`src/verilog/rx_stream_pkg.sv`:
```
// Constants, field layout and state codes shared by the receive stream block
`default_nettype none
package rx_stream_pkg;
  // ==========================================================================
  // Bus geometry
  localparam int unsigned SEG_COUNT = 2;
  localparam int unsigned SEG_BYTES = 8;
  localparam int unsigned DATA_W    = 128;
  localparam int unsigned SEG_W     = 64;
  localparam int unsigned MTY_W     = 3;
  localparam int unsigned LEN_W     = 14;
  // ==========================================================================
  // Frame length limits in bytes, counted with the check sequence
  localparam logic [13:0] MIN_FRAME_BYTES = 14'h0040;
  localparam logic [13:0] MAX_FRAME_BYTES = 14'h05EE;
  localparam logic [13:0] LEN_SATURATE    = 14'h3FF0;
  localparam logic [13:0] SEG_BYTES_LEN   = 14'h0008;
  // ==========================================================================
  // Buffer sizing
  localparam int unsigned FIFO_DEPTH = 16;
  // ==========================================================================
  // Field positions inside one buffered word
  localparam int unsigned POS_DATA  = 0;
  localparam int unsigned POS_EN    = 128;
  localparam int unsigned POS_SOP   = 130;
  localparam int unsigned POS_EOP   = 132;
  localparam int unsigned POS_ERR   = 134;
  localparam int unsigned POS_MTY   = 136;
  localparam int unsigned WORD_W    = 142;
  // ==========================================================================
  // Reset values
  localparam logic [4:0] FRAMES_RESET = 5'h00;
  localparam logic [2:0] MTY_RESET    = 3'h0;
  // Drain sequencer states
  typedef enum logic [0:0] {
    DRAIN_WAIT = 1'b0,
    DRAIN_RUN  = 1'b1
  } drain_state_t;
endpackage : rx_stream_pkg
`default_nettype wire

```
`src/verilog/word_stream_if.sv`:
```
// Valid/ready word carrier between the receive block and its buffer
`default_nettype none
interface word_stream_if #(
  parameter int unsigned WIDTH = 8
);
  logic             valid;
  logic             ready;
  logic [WIDTH-1:0] data;
  // Producer side
  modport source (output valid, output data, input ready);
  // Consumer side
  modport sink   (input valid, input data, output ready);
endinterface : word_stream_if
`default_nettype wire

```
`src/verilog/rx_straddle_stream.sv`:
```
// Receive two-segment straddle stream output stage with frame checking
//
// Contract
// - All client signals launch and sample on the stream clock rising edge.
// - Receive reset is active high, synchronous; held until clock is stable.
// - Transmit reset is active high, synchronous; handled outside this block.
// - Frames leave on a 128-bit straddle bus; two frames may share a word.
// - A 256-bit plain bus is an alternative at 40 Gb/s only.
// - Every output is timed to the receive clock rising edge.
// - Frame bytes leave on a 128-bit data bus, bits 127 down to 0.
// - Word valid is high exactly when the data bus carries frame data.
// - Each segment flags the cycle carrying the first data of a frame.
// - Each segment flags the cycle carrying the last data of a frame.
// - Each segment bad flag is 1 for a bad ending frame, else 0.
// - Each segment reports unused bytes of the final transfer on three bits.
// - Each segment enable is high whenever its half carries frame data.
// - Once a frame starts, its words follow on consecutive cycles; here a source starving mid-frame can still gap it.
// - Non-final transfers keep all bytes valid and empty count zero.
// - Bad on check sequence mismatch, length out of range, or code error.
`default_nettype none
module rx_straddle_stream (
  input  wire logic                               i_clk,
  input  wire logic                               i_rst,
  // Upstream receive datapath, same clock
  input  wire logic [rx_stream_pkg::DATA_W-1:0]    i_word_data,
  input  wire logic                               i_word_valid,
  input  wire logic [rx_stream_pkg::SEG_COUNT-1:0] i_seg_enable,
  input  wire logic [rx_stream_pkg::SEG_COUNT-1:0] i_seg_start,
  input  wire logic [rx_stream_pkg::SEG_COUNT-1:0] i_seg_end,
  input  wire logic [rx_stream_pkg::MTY_W-1:0]     i_seg0_empty,
  input  wire logic [rx_stream_pkg::MTY_W-1:0]     i_seg1_empty,
  input  wire logic [rx_stream_pkg::SEG_COUNT-1:0] i_seg_fcs_bad,
  input  wire logic [rx_stream_pkg::SEG_COUNT-1:0] i_seg_code_bad,
  output logic                                    o_in_ready,
  // Client straddle stream
  output logic [rx_stream_pkg::DATA_W-1:0]         o_rx_data,
  output logic                                    o_rx_valid,
  output logic                                    o_segment0_enable,
  output logic                                    o_segment1_enable,
  output logic                                    o_segment0_frame_start,
  output logic                                    o_segment1_frame_start,
  output logic                                    o_segment0_frame_end,
  output logic                                    o_segment1_frame_end,
  output logic                                    o_segment0_frame_bad,
  output logic                                    o_segment1_frame_bad,
  output logic [rx_stream_pkg::MTY_W-1:0]          o_segment0_empty_bytes,
  output logic [rx_stream_pkg::MTY_W-1:0]          o_segment1_empty_bytes
);
  import rx_stream_pkg::*;

  // Only the 128-bit straddle form is built here
  // Transmit reset serves the transmit path, not this block

  // ==========================================================================
  // Buffer carriers
  word_stream_if #(.WIDTH(WORD_W)) fill_bus ();
  word_stream_if #(.WIDTH(WORD_W)) drain_bus ();

  word_fifo #(
    .WIDTH (WORD_W),
    .DEPTH (FIFO_DEPTH)
  ) u_buffer (
    .i_clk      (i_clk),
    .i_rst      (i_rst),
    .fill_side  (fill_bus),
    .drain_side (drain_bus)
  );

  // ==========================================================================
  // Frame checking on the fill side
  logic [LEN_W-1:0]     frame_len;
  logic                 code_sticky;
  logic [LEN_W-1:0]     next_frame_len;
  logic                 next_code_sticky;
  logic [SEG_COUNT-1:0] push_err;
  logic [MTY_W-1:0]     push_mty [SEG_COUNT];
  logic [MTY_W-1:0]     in_mty   [SEG_COUNT];
  logic                 accept;

  assign in_mty[0] = i_seg0_empty;
  assign in_mty[1] = i_seg1_empty;
  assign accept    = fill_bus.valid && fill_bus.ready;

  // Length test of a finished frame
  function automatic logic length_bad(input logic [LEN_W-1:0] total,
                                      input logic [MTY_W-1:0] empty);
    logic [LEN_W-1:0] bytes;
    bytes      = LEN_W'(total - LEN_W'(empty));
    length_bad = (bytes < MIN_FRAME_BYTES) || (bytes > MAX_FRAME_BYTES);
  endfunction

  // Segment 0 is older than segment 1, so walk them in order
  always_comb begin
    next_frame_len   = frame_len;
    next_code_sticky = code_sticky;
    push_err         = '0;
    for (int s = 0; s < SEG_COUNT; s++) begin
      push_mty[s] = MTY_RESET;
      if (accept && i_seg_enable[s]) begin
        if (i_seg_start[s]) begin
          next_frame_len   = '0;
          next_code_sticky = 1'b0;
        end
        // Saturate so giant frames stay flagged as too long
        if (next_frame_len < LEN_SATURATE) begin
          next_frame_len = LEN_W'(next_frame_len + SEG_BYTES_LEN);
        end
        next_code_sticky = next_code_sticky | i_seg_code_bad[s];
        if (i_seg_end[s]) begin
          push_mty[s] = in_mty[s];
          push_err[s] = i_seg_fcs_bad[s] || next_code_sticky ||
                        length_bad(next_frame_len, in_mty[s]);
        end
      end
    end
  end

  always_ff @(posedge i_clk) begin
    if (i_rst) begin
      frame_len   <= '0;
      code_sticky <= 1'b0;
    end else begin
      frame_len   <= next_frame_len;
      code_sticky <= next_code_sticky;
    end
  end

  // Pack one buffered word; empty count forced to zero unless the frame ends
  assign fill_bus.valid = i_word_valid && (i_seg_enable != '0); // Empty words dropped
  assign fill_bus.data  = {push_mty[1], push_mty[0], push_err,
                           i_seg_end & i_seg_enable, i_seg_start & i_seg_enable,
                           i_seg_enable, i_word_data};
  assign o_in_ready     = fill_bus.ready;

  // ==========================================================================
  // Drain sequencer
  drain_state_t         state;
  drain_state_t         next_state;
  logic [4:0]           frames_held;
  logic [4:0]           next_frames_held;
  logic                 push_has_end;
  logic                 pop_has_end;
  logic                 pop_fire;

  assign push_has_end    = accept && ((i_seg_end & i_seg_enable) != '0);
  assign pop_fire        = drain_bus.valid && drain_bus.ready;
  assign pop_has_end     = pop_fire && (drain_bus.data[POS_EOP +: SEG_COUNT] != '0);
  assign drain_bus.ready = (state == DRAIN_RUN);

  // Draining waits for a whole frame end or a full buffer, so that a frame
  // normally leaves without gaps; a source starving mid-frame still can gap
  always_comb begin
    next_frames_held = 5'(frames_held + 5'(push_has_end) - 5'(pop_has_end));
    next_state       = state;
    unique case (state)
      DRAIN_WAIT: begin
        if ((frames_held != '0) || !fill_bus.ready) begin
          next_state = DRAIN_RUN;
        end
      end
      DRAIN_RUN: begin
        if (!drain_bus.valid) begin
          next_state = DRAIN_WAIT;
        end
      end
    endcase
  end

  always_ff @(posedge i_clk) begin
    if (i_rst) begin
      state       <= DRAIN_WAIT;
      frames_held <= FRAMES_RESET;
    end else begin
      state       <= next_state;
      frames_held <= next_frames_held;
    end
  end

  // ==========================================================================
  // Client output registers; no client stall exists, every pop goes out
  logic [DATA_W-1:0]    out_data;
  logic                 out_valid;
  logic [SEG_COUNT-1:0] out_en;
  logic [SEG_COUNT-1:0] out_sop;
  logic [SEG_COUNT-1:0] out_eop;
  logic [SEG_COUNT-1:0] out_err;
  logic [MTY_W-1:0]     out_mty0;
  logic [MTY_W-1:0]     out_mty1;
  logic [DATA_W-1:0]    next_out_data;
  logic                 next_out_valid;
  logic [SEG_COUNT-1:0] next_out_en;
  logic [SEG_COUNT-1:0] next_out_sop;
  logic [SEG_COUNT-1:0] next_out_eop;
  logic [SEG_COUNT-1:0] next_out_err;
  logic [MTY_W-1:0]     next_out_mty0;
  logic [MTY_W-1:0]     next_out_mty1;

  // Idle cycles drive all qualifiers low
  always_comb begin
    next_out_valid = 1'b0;
    next_out_data  = '0;
    next_out_en    = '0;
    next_out_sop   = '0;
    next_out_eop   = '0;
    next_out_err   = '0;
    next_out_mty0  = MTY_RESET;
    next_out_mty1  = MTY_RESET;
    if (pop_fire) begin
      next_out_valid = 1'b1;
      next_out_data  = drain_bus.data[POS_DATA +: DATA_W];
      next_out_en    = drain_bus.data[POS_EN +: SEG_COUNT];
      next_out_sop   = drain_bus.data[POS_SOP +: SEG_COUNT];
      next_out_eop   = drain_bus.data[POS_EOP +: SEG_COUNT];
      next_out_err   = drain_bus.data[POS_ERR +: SEG_COUNT];
      next_out_mty0  = drain_bus.data[POS_MTY +: MTY_W];
      next_out_mty1  = drain_bus.data[POS_MTY + MTY_W +: MTY_W];
    end
  end

  // Launched on the rising edge, reset synchronously
  always_ff @(posedge i_clk) begin
    if (i_rst) begin
      out_valid <= 1'b0;
      out_data  <= '0;
      out_en    <= '0;
      out_sop   <= '0;
      out_eop   <= '0;
      out_err   <= '0;
      out_mty0  <= MTY_RESET;
      out_mty1  <= MTY_RESET;
    end else begin
      out_valid <= next_out_valid;
      out_data  <= next_out_data;
      out_en    <= next_out_en;
      out_sop   <= next_out_sop;
      out_eop   <= next_out_eop;
      out_err   <= next_out_err;
      out_mty0  <= next_out_mty0;
      out_mty1  <= next_out_mty1;
    end
  end

  // Straddle port map, segment 0 in the low half
  assign o_rx_data              = out_data;
  assign o_rx_valid             = out_valid;
  assign o_segment0_enable      = out_en[0];
  assign o_segment1_enable      = out_en[1];
  assign o_segment0_frame_start = out_sop[0];
  assign o_segment1_frame_start = out_sop[1];
  assign o_segment0_frame_end   = out_eop[0];
  assign o_segment1_frame_end   = out_eop[1];
  assign o_segment0_frame_bad   = out_err[0];
  assign o_segment1_frame_bad   = out_err[1];
  assign o_segment0_empty_bytes = out_mty0;
  assign o_segment1_empty_bytes = out_mty1;

  // ==========================================================================
  // Checks
  a_mty_zero_mid: assert property (@(posedge i_clk) disable iff (i_rst)
    (!out_eop[0] |-> out_mty0 == 3'h0) and (!out_eop[1] |-> out_mty1 == 3'h0))
    else $error("empty count nonzero outside frame end");

  a_valid_has_seg: assert property (@(posedge i_clk) disable iff (i_rst)
    out_valid |-> out_en != 2'h0)
    else $error("word valid without any segment enabled");

  a_enable_needs_valid: assert property (@(posedge i_clk) disable iff (i_rst)
    out_en != 2'h0 |-> out_valid)
    else $error("segment enable without word valid");

  a_flags_need_enable: assert property (@(posedge i_clk) disable iff (i_rst)
    ((out_sop | out_eop) & ~out_en) == 2'h0)
    else $error("start or end flag on disabled segment");

  a_bad_only_end: assert property (@(posedge i_clk) disable iff (i_rst)
    (out_err & ~out_eop) == 2'h0)
    else $error("bad flag outside frame end");

  a_fcs_marks_bad: assert property (@(posedge i_clk) disable iff (i_rst)
    (accept && i_seg_enable[0] && i_seg_end[0] && i_seg_fcs_bad[0] |-> push_err[0]) and
    (accept && i_seg_enable[1] && i_seg_end[1] && i_seg_fcs_bad[1] |-> push_err[1]))
    else $error("check sequence error not flagged");

  a_pop_goes_out: assert property (@(posedge i_clk) disable iff (i_rst)
    pop_fire |=> out_valid && out_data == $past(drain_bus.data[POS_DATA +: DATA_W]))
    else $error("popped word did not reach the client next cycle");

  a_drain_starts: assert property (@(posedge i_clk) disable iff (i_rst)
    state == DRAIN_WAIT && frames_held != 5'h00 |=> state == DRAIN_RUN ##1 out_valid)
    else $error("held frame not drained");

  a_reset_quiet: assert property (@(posedge i_clk)
    $past(i_rst) |-> !out_valid && out_en == 2'h0 && !fill_bus.ready)
    else $error("outputs active right after reset");

  a_code_sticks: assert property (@(posedge i_clk) disable iff (i_rst)
    accept && i_seg_enable[0] && i_seg_code_bad[0] && !(i_seg_enable[1] && i_seg_start[1])
    |=> code_sticky)
    else $error("code error not kept for the frame");

  a_held_in_buffer: assert property (@(posedge i_clk) disable iff (i_rst)
    frames_held != 5'h00 |-> drain_bus.valid)
    else $error("held frame end missing from buffer");

  // Output frame tracker for the checks below; segment 0 goes first
  logic                 out_open;
  logic                 next_out_open;
  logic                 mid_open;

  // A frame stays open from its start flag through its end flag
  always_comb begin
    mid_open = out_open;
    if (out_en[0]) begin
      mid_open = (out_sop[0] || out_open) && !out_eop[0];
    end
    next_out_open = mid_open;
    if (out_en[1]) begin
      next_out_open = (out_sop[1] || mid_open) && !out_eop[1];
    end
  end

  // Registered so each word is judged against the words before it
  always_ff @(posedge i_clk) begin
    if (i_rst) begin
      out_open <= 1'b0;
    end else begin
      out_open <= next_out_open;
    end
  end

  a_start_when_closed: assert property (@(posedge i_clk) disable iff (i_rst)
    (out_en[0] && out_sop[0] |-> !out_open) and (out_en[1] && out_sop[1] |-> !mid_open))
    else $error("frame start while a frame is open");

  a_data_in_frame: assert property (@(posedge i_clk) disable iff (i_rst)
    (out_en[0] && !out_sop[0] |-> out_open) and (out_en[1] && !out_sop[1] |-> mid_open))
    else $error("segment data outside any frame");
endmodule : rx_straddle_stream
`default_nettype wire

```
`src/verilog/word_fifo.sv`:
```
// Synchronous word FIFO with registered fill-side ready
`default_nettype none
module word_fifo #(
  parameter int unsigned WIDTH = 8,
  parameter int unsigned DEPTH = 16
) (
  input  wire logic   i_clk,
  input  wire logic   i_rst,
  word_stream_if.sink   fill_side,
  word_stream_if.source drain_side
);
  localparam int unsigned PTR_W = $clog2(DEPTH);
  localparam int unsigned CNT_W = PTR_W + 1;
  localparam logic [CNT_W-1:0] FULL_COUNT = CNT_W'(DEPTH);

  logic [WIDTH-1:0] mem [DEPTH];
  logic [PTR_W-1:0] wr_ptr;
  logic [PTR_W-1:0] rd_ptr;
  logic [CNT_W-1:0] count;
  logic             fill_ready;
  logic [PTR_W-1:0] next_wr_ptr;
  logic [PTR_W-1:0] next_rd_ptr;
  logic [CNT_W-1:0] next_count;
  logic             next_fill_ready;
  logic             do_push;
  logic             do_pop;

  // ==========================================================================
  // Handshakes; ready is a flop so the block output never sees a comb path
  assign fill_side.ready  = fill_ready;
  assign drain_side.valid = (count != '0);
  assign drain_side.data  = mem[rd_ptr];
  assign do_push          = fill_side.valid && fill_ready;
  assign do_pop           = drain_side.valid && drain_side.ready;

  // Pointer and occupancy update
  always_comb begin
    next_wr_ptr     = do_push ? PTR_W'(wr_ptr + 1'b1) : wr_ptr;
    next_rd_ptr     = do_pop ? PTR_W'(rd_ptr + 1'b1) : rd_ptr;
    next_count      = CNT_W'(count + CNT_W'(do_push) - CNT_W'(do_pop));
    next_fill_ready = (next_count != FULL_COUNT);
  end

  always_ff @(posedge i_clk) begin
    if (i_rst) begin
      wr_ptr     <= '0;
      rd_ptr     <= '0;
      count      <= '0;
      fill_ready <= 1'b0;
    end else begin
      wr_ptr     <= next_wr_ptr;
      rd_ptr     <= next_rd_ptr;
      count      <= next_count;
      fill_ready <= next_fill_ready;
    end
  end

  // Storage needs no reset; only written slots are ever read
  always_ff @(posedge i_clk) begin
    if (do_push) begin
      mem[wr_ptr] <= fill_side.data;
    end
  end
endmodule : word_fifo
`default_nettype wire

```
`config.mk`:
```
export PLATFORM = sky130hd
export DESIGN_NAME = rx_straddle_stream
export DESIGN_NICKNAME = d
export VERILOG_FILES = /design/src/verilog/rx_stream_pkg.sv /design/src/verilog/word_stream_if.sv /design/src/verilog/rx_straddle_stream.sv /design/src/verilog/word_fifo.sv
export SDC_FILE = /design/constraint.sdc
export NUM_CORES = 2
export LEC_CHECK = 0
export BUFFER_PORTS_ARGS = -buffer_cell sky130_fd_sc_hd__buf_2
export CORE_AREA = 3 3 437 439
export CTS_BUF_LIST = sky130_fd_sc_hd__clkbuf_8
export CTS_CLUSTER_DIAMETER = 50
export DETAILED_ROUTE_END_ITERATION = 10
export DIE_AREA = 0 0 440 442
export PLACE_DENSITY = 0.66
export SLEW_MARGIN = 20
export SYNTH_ARGS = -nofsm -noshare
export SYNTH_HDL_FRONTEND = slang
export SYNTH_HIERARCHICAL = 1
export SYNTH_SLANG_ARGS = --single-unit
export TNS_END_PERCENT = 30
```
`constraint.sdc`:
```
create_clock -name i_clk -period 6.9 [get_ports i_clk]
set_input_delay 1.38 -clock i_clk [delete_from_list [all_inputs] [get_ports i_clk]]
set_output_delay 1.38 -clock i_clk [all_outputs]
set_load 0.02 [all_outputs]
```
==> flow_summary.toml <==
[run_status]
status = "completed"

[routing]
drt_iter0_markers = 3983
routedWlPerCell_um = 27.7
vias = 45100
firstDrtPassIters = 6
ant_nets = 0
vias_per_cell = 5.88
remaining_drc_errors = 0
routed_wl_mm = 213

[power_and_ir_drop]
peakVddDrop_mv = 0.249
p_int_w = 0.0258
p_leak_nw = 34.1
clkPwrFrac_pct = 34.0
powerDensity_nw_per_um2 = 326
p_switching_w = 0.00867
power_w = 0.0345
seqPwrFrac_pct = 49.1
p_comb_share_pct = 16.9
swShare_pct = 25.2

[timing]
worst_pin_slew_ns = 1.13
final-setup-viol-count = 0
achievable-frequency_mhz = 194
rsz0062_at_grt = "false"
period_minus_slack_ns = 5.15
fin_crit_sh_pct = 74.6
tns_ns = 0
max_slew_margin_pct = 24.6
finClkSkew_ns = 0.0883
finalMaxSlewViolations = 0
hold_viol_final = 0
whs_ns = 0.497

[global_routing]
antenna_found_initial = 49
grt_usage_pct = 22.1
grt_pass1_wl_mm = 314
grt_pass1_vias = 47300
grt_max_degree = 131
grt_overflow = 0

[worst_setup_path]
worstReg2RegEnd = "u_buffer/mem[9][135]"
r2r_cells = 17
cpMostUsedCell = "nand2_1"
path_buf_inv = 3
cp.arrival_ns = 5.97
crit_path_cell_trace = "buf_2, nand4b_1, nor3b_2, o21a_1, or2_1, nand2_1, inv_1, ha_1, o311ai_0, nor2_1, xnor2_1, nand2_1, nor3_1, and3_1, o211ai_1, and4_1, a31oi_1, buf_4"
startpoint_type = "input pin"
path_class = "in2reg"
worst_path_max_delay_cell = "nor3_1"
rrSetupSlack_ns = 1.82
endpoint_kind = "register"
r2r-start = "frame_len[13]"
critPathTopFamily = "simple AND/OR/NAND/NOR gates"
max_stage_delay_ns = 0.53
required_ns = 7.72
crit_path_max_fanout = 23

[yosys]
synth_area_leaders = "edfxtp_1 73%, mux4_2 14%, dfxtp_1 3.9%, and2_1 1.1%, mux2_2 0.92%"
synth_edf_count = 2272
synth_area_um2 = 93400
ys_ff_latch = 2454
postSynthAreaPerCell_um2 = 21.7
seq_area_frac_synth_pct = 76.9
synth_top_area_share_pct = 73.0
yosysWarnings = 6
synth.net_count = 4477
synthCells = 4301
async_flop_share_pct = 0
synthFlopType = "edfxtp_1"
synth_top_area_cell = "edfxtp_1"
yosysUniqueCellTypes = 78

[hold_path]
hold_class = "reg2reg"
hold_path_startpoint = "u_buffer/rd_ptr[1]"
min_path_cells = 2

[run]
max_cap_viol_count = 0

[clock_tree]
cts_max_level = 5
clkSlewWorstSetupHoldPaths_ns = 0.06
numCtsBuffers = 403
clockRootBuffer = "clkbuf_8"
clockBufferDepth = 4
cts_tree = "built"
clk_latency_ns = 1.07
clock-sinks = 2454
holdBufCountCts = 0
cts_resized = 0
post-cts-setup-buffers = 0

[placed_design]
hpwl_mm = 105
placed_cell_area_um2 = 98100
numPortBuffers = 290
gp_congestion = 0.790
place.detailed.instances = 6935

[floorplanning]
dieArea_um2 = 194000
row_count = 159
start_util_pct = 49.8
ios = 291
fp.dieW_um = 440
core_area_um2 = 188000
die_y_um = 442

[cells_and_area]
final_area_um2 = 106000
final_common_cell = "edfxtp_1"
nNetsFinal = 5021
final_cells = 7675
area.growth.synth_to_final_pct = 13.1
final_cell_mix = "2272 x edfxtp_1, 587 x mux4_2, 459 x clkbuf_8, 290 x buf_2, 207 x inv_1"
fillCellCount = 13900
drive_gt1_share_pct = 30.6
-- routing by layer --
layer	routed length, um	global-route usage (%)	part of all wire (%)
met4	6500	7.30	3.1
met3	14500	4.71	6.8
met5	185	0	0.087
met2	106000	35.9	50
met1	86200	29.9	40
-- kinds of logic (layout without fill, tap and decap cells) --
family,count (synthesis),after routing,share of synthesized area [%]
AO/OA/AOI/OAI,364,364,2.63
XOR/XNOR,34,34,0.319
adder cells (fa/ha/maj),29,29,0.421
buffers and inverters,261,1123,1.28
flip-flops,2454,2454,76.9
multiplexers,717,717,15.6
other,0,17,0
AND/OR/NAND/NOR,442,442,2.77
-- tightest hold or removal path, stage by stage, from the launching register on --
cell and delay, ns:
dfxtp_1 0.32, nand2_1 0.06, a21oi_1 0.07
-- flip-flops by register name, indices dropped and copies added (netlist names), 3 cells and up, named ones only --
signal	cells
u_buffer/mem	2272
o_rx_data	128
frame_len	14
frames_held	5
u_buffer/count	5
u_buffer/rd_ptr	4
u_buffer/wr_ptr	4
o_segment0_empty_bytes	3
o_segment1_empty_bytes	3
-- power groups by stage --
stage	registers (W)	clock network, W	logic, W
global placement	0.0172	0	0.00591
finish	0.0169	0.0117	0.00582
floorplan	0.0173	0	0.00443
CTS	0.0169	0.0120	0.00596
detailed placement	0.0172	0	0.00594
global route	0.0170	0.0127	0.00634
-- metrics by stage --
stage / setup WS [ns] / util (%)
floorplan: 1.06 / -
global placement: 0.765 / 52.3
detailed placement: 0.779 / 52.3
CTS: 1.79 / 56.3
global route: 1.36 / 56.3
finish: 1.75 / 56.3
-- cell usage after synthesis (4+ instances only) --
master,number
nand4_1,9
and3_1,20
nand3_1,23
nor4_1,5
a21o_1,10
ha_1,25
nor3_1,16
and4_1,4
nor2_1,69
nand2b_1,4
a221o_1,37
o21a_1,6
mux2i_1,54
nor2b_1,61
dfxtp_1,182
fa_1,4
o31ai_1,4
xnor2_1,19
nand2_1,32
nand4b_1,4
a211oi_1,59
mux4_2,587
o22ai_1,40
buf_4,25
buf_1,18
clkbuf_1,106
o21ai_0,47
edfxtp_1,2272
o31a_1,4
buf_2,78
a31oi_1,8
inv_1,29
xor2_1,15
nor4b_1,4
mux2_2,76
a21oi_1,113
and2_1,169
-- worst max-delay path by stage --
stage,startpoint,endpoint,cells past startpoint
finish,i_seg_start[0],u_buffer/mem[9][135],18
global route,frame_len[8],u_buffer/mem[9][135],17
CTS,frame_len[7],u_buffer/mem[9][135],17
detailed placement,i_seg_start[0],u_buffer/mem[9][135],18
global placement,i_seg_start[0],u_buffer/mem[3][135],18
floorplan,i_seg_enable[0],u_buffer/mem[10][0],4
-- area by class of cell --
| class | count | area (um^2) | share of cell area, % |
|---|---|---|---|
| Inverter | 30 | 118 | 0.111 |
| Antenna cell | 17 | 42.5 | 0.0403 |
| Timing Repair Buffer | 370 | 2550 | 2.41 |
| Sequential cell | 2454 | 71900 | 68.0 |
| Clock inverter | 264 | 1200 | 1.14 |
| Tap cell | 2495 | 3120 | 2.95 |
| Clock buffer | 459 | 6320 | 5.98 |
| Multi-Input combinational cell | 1586 | 20400 | 19.3 |
Power figures use the tool's default switching activity.
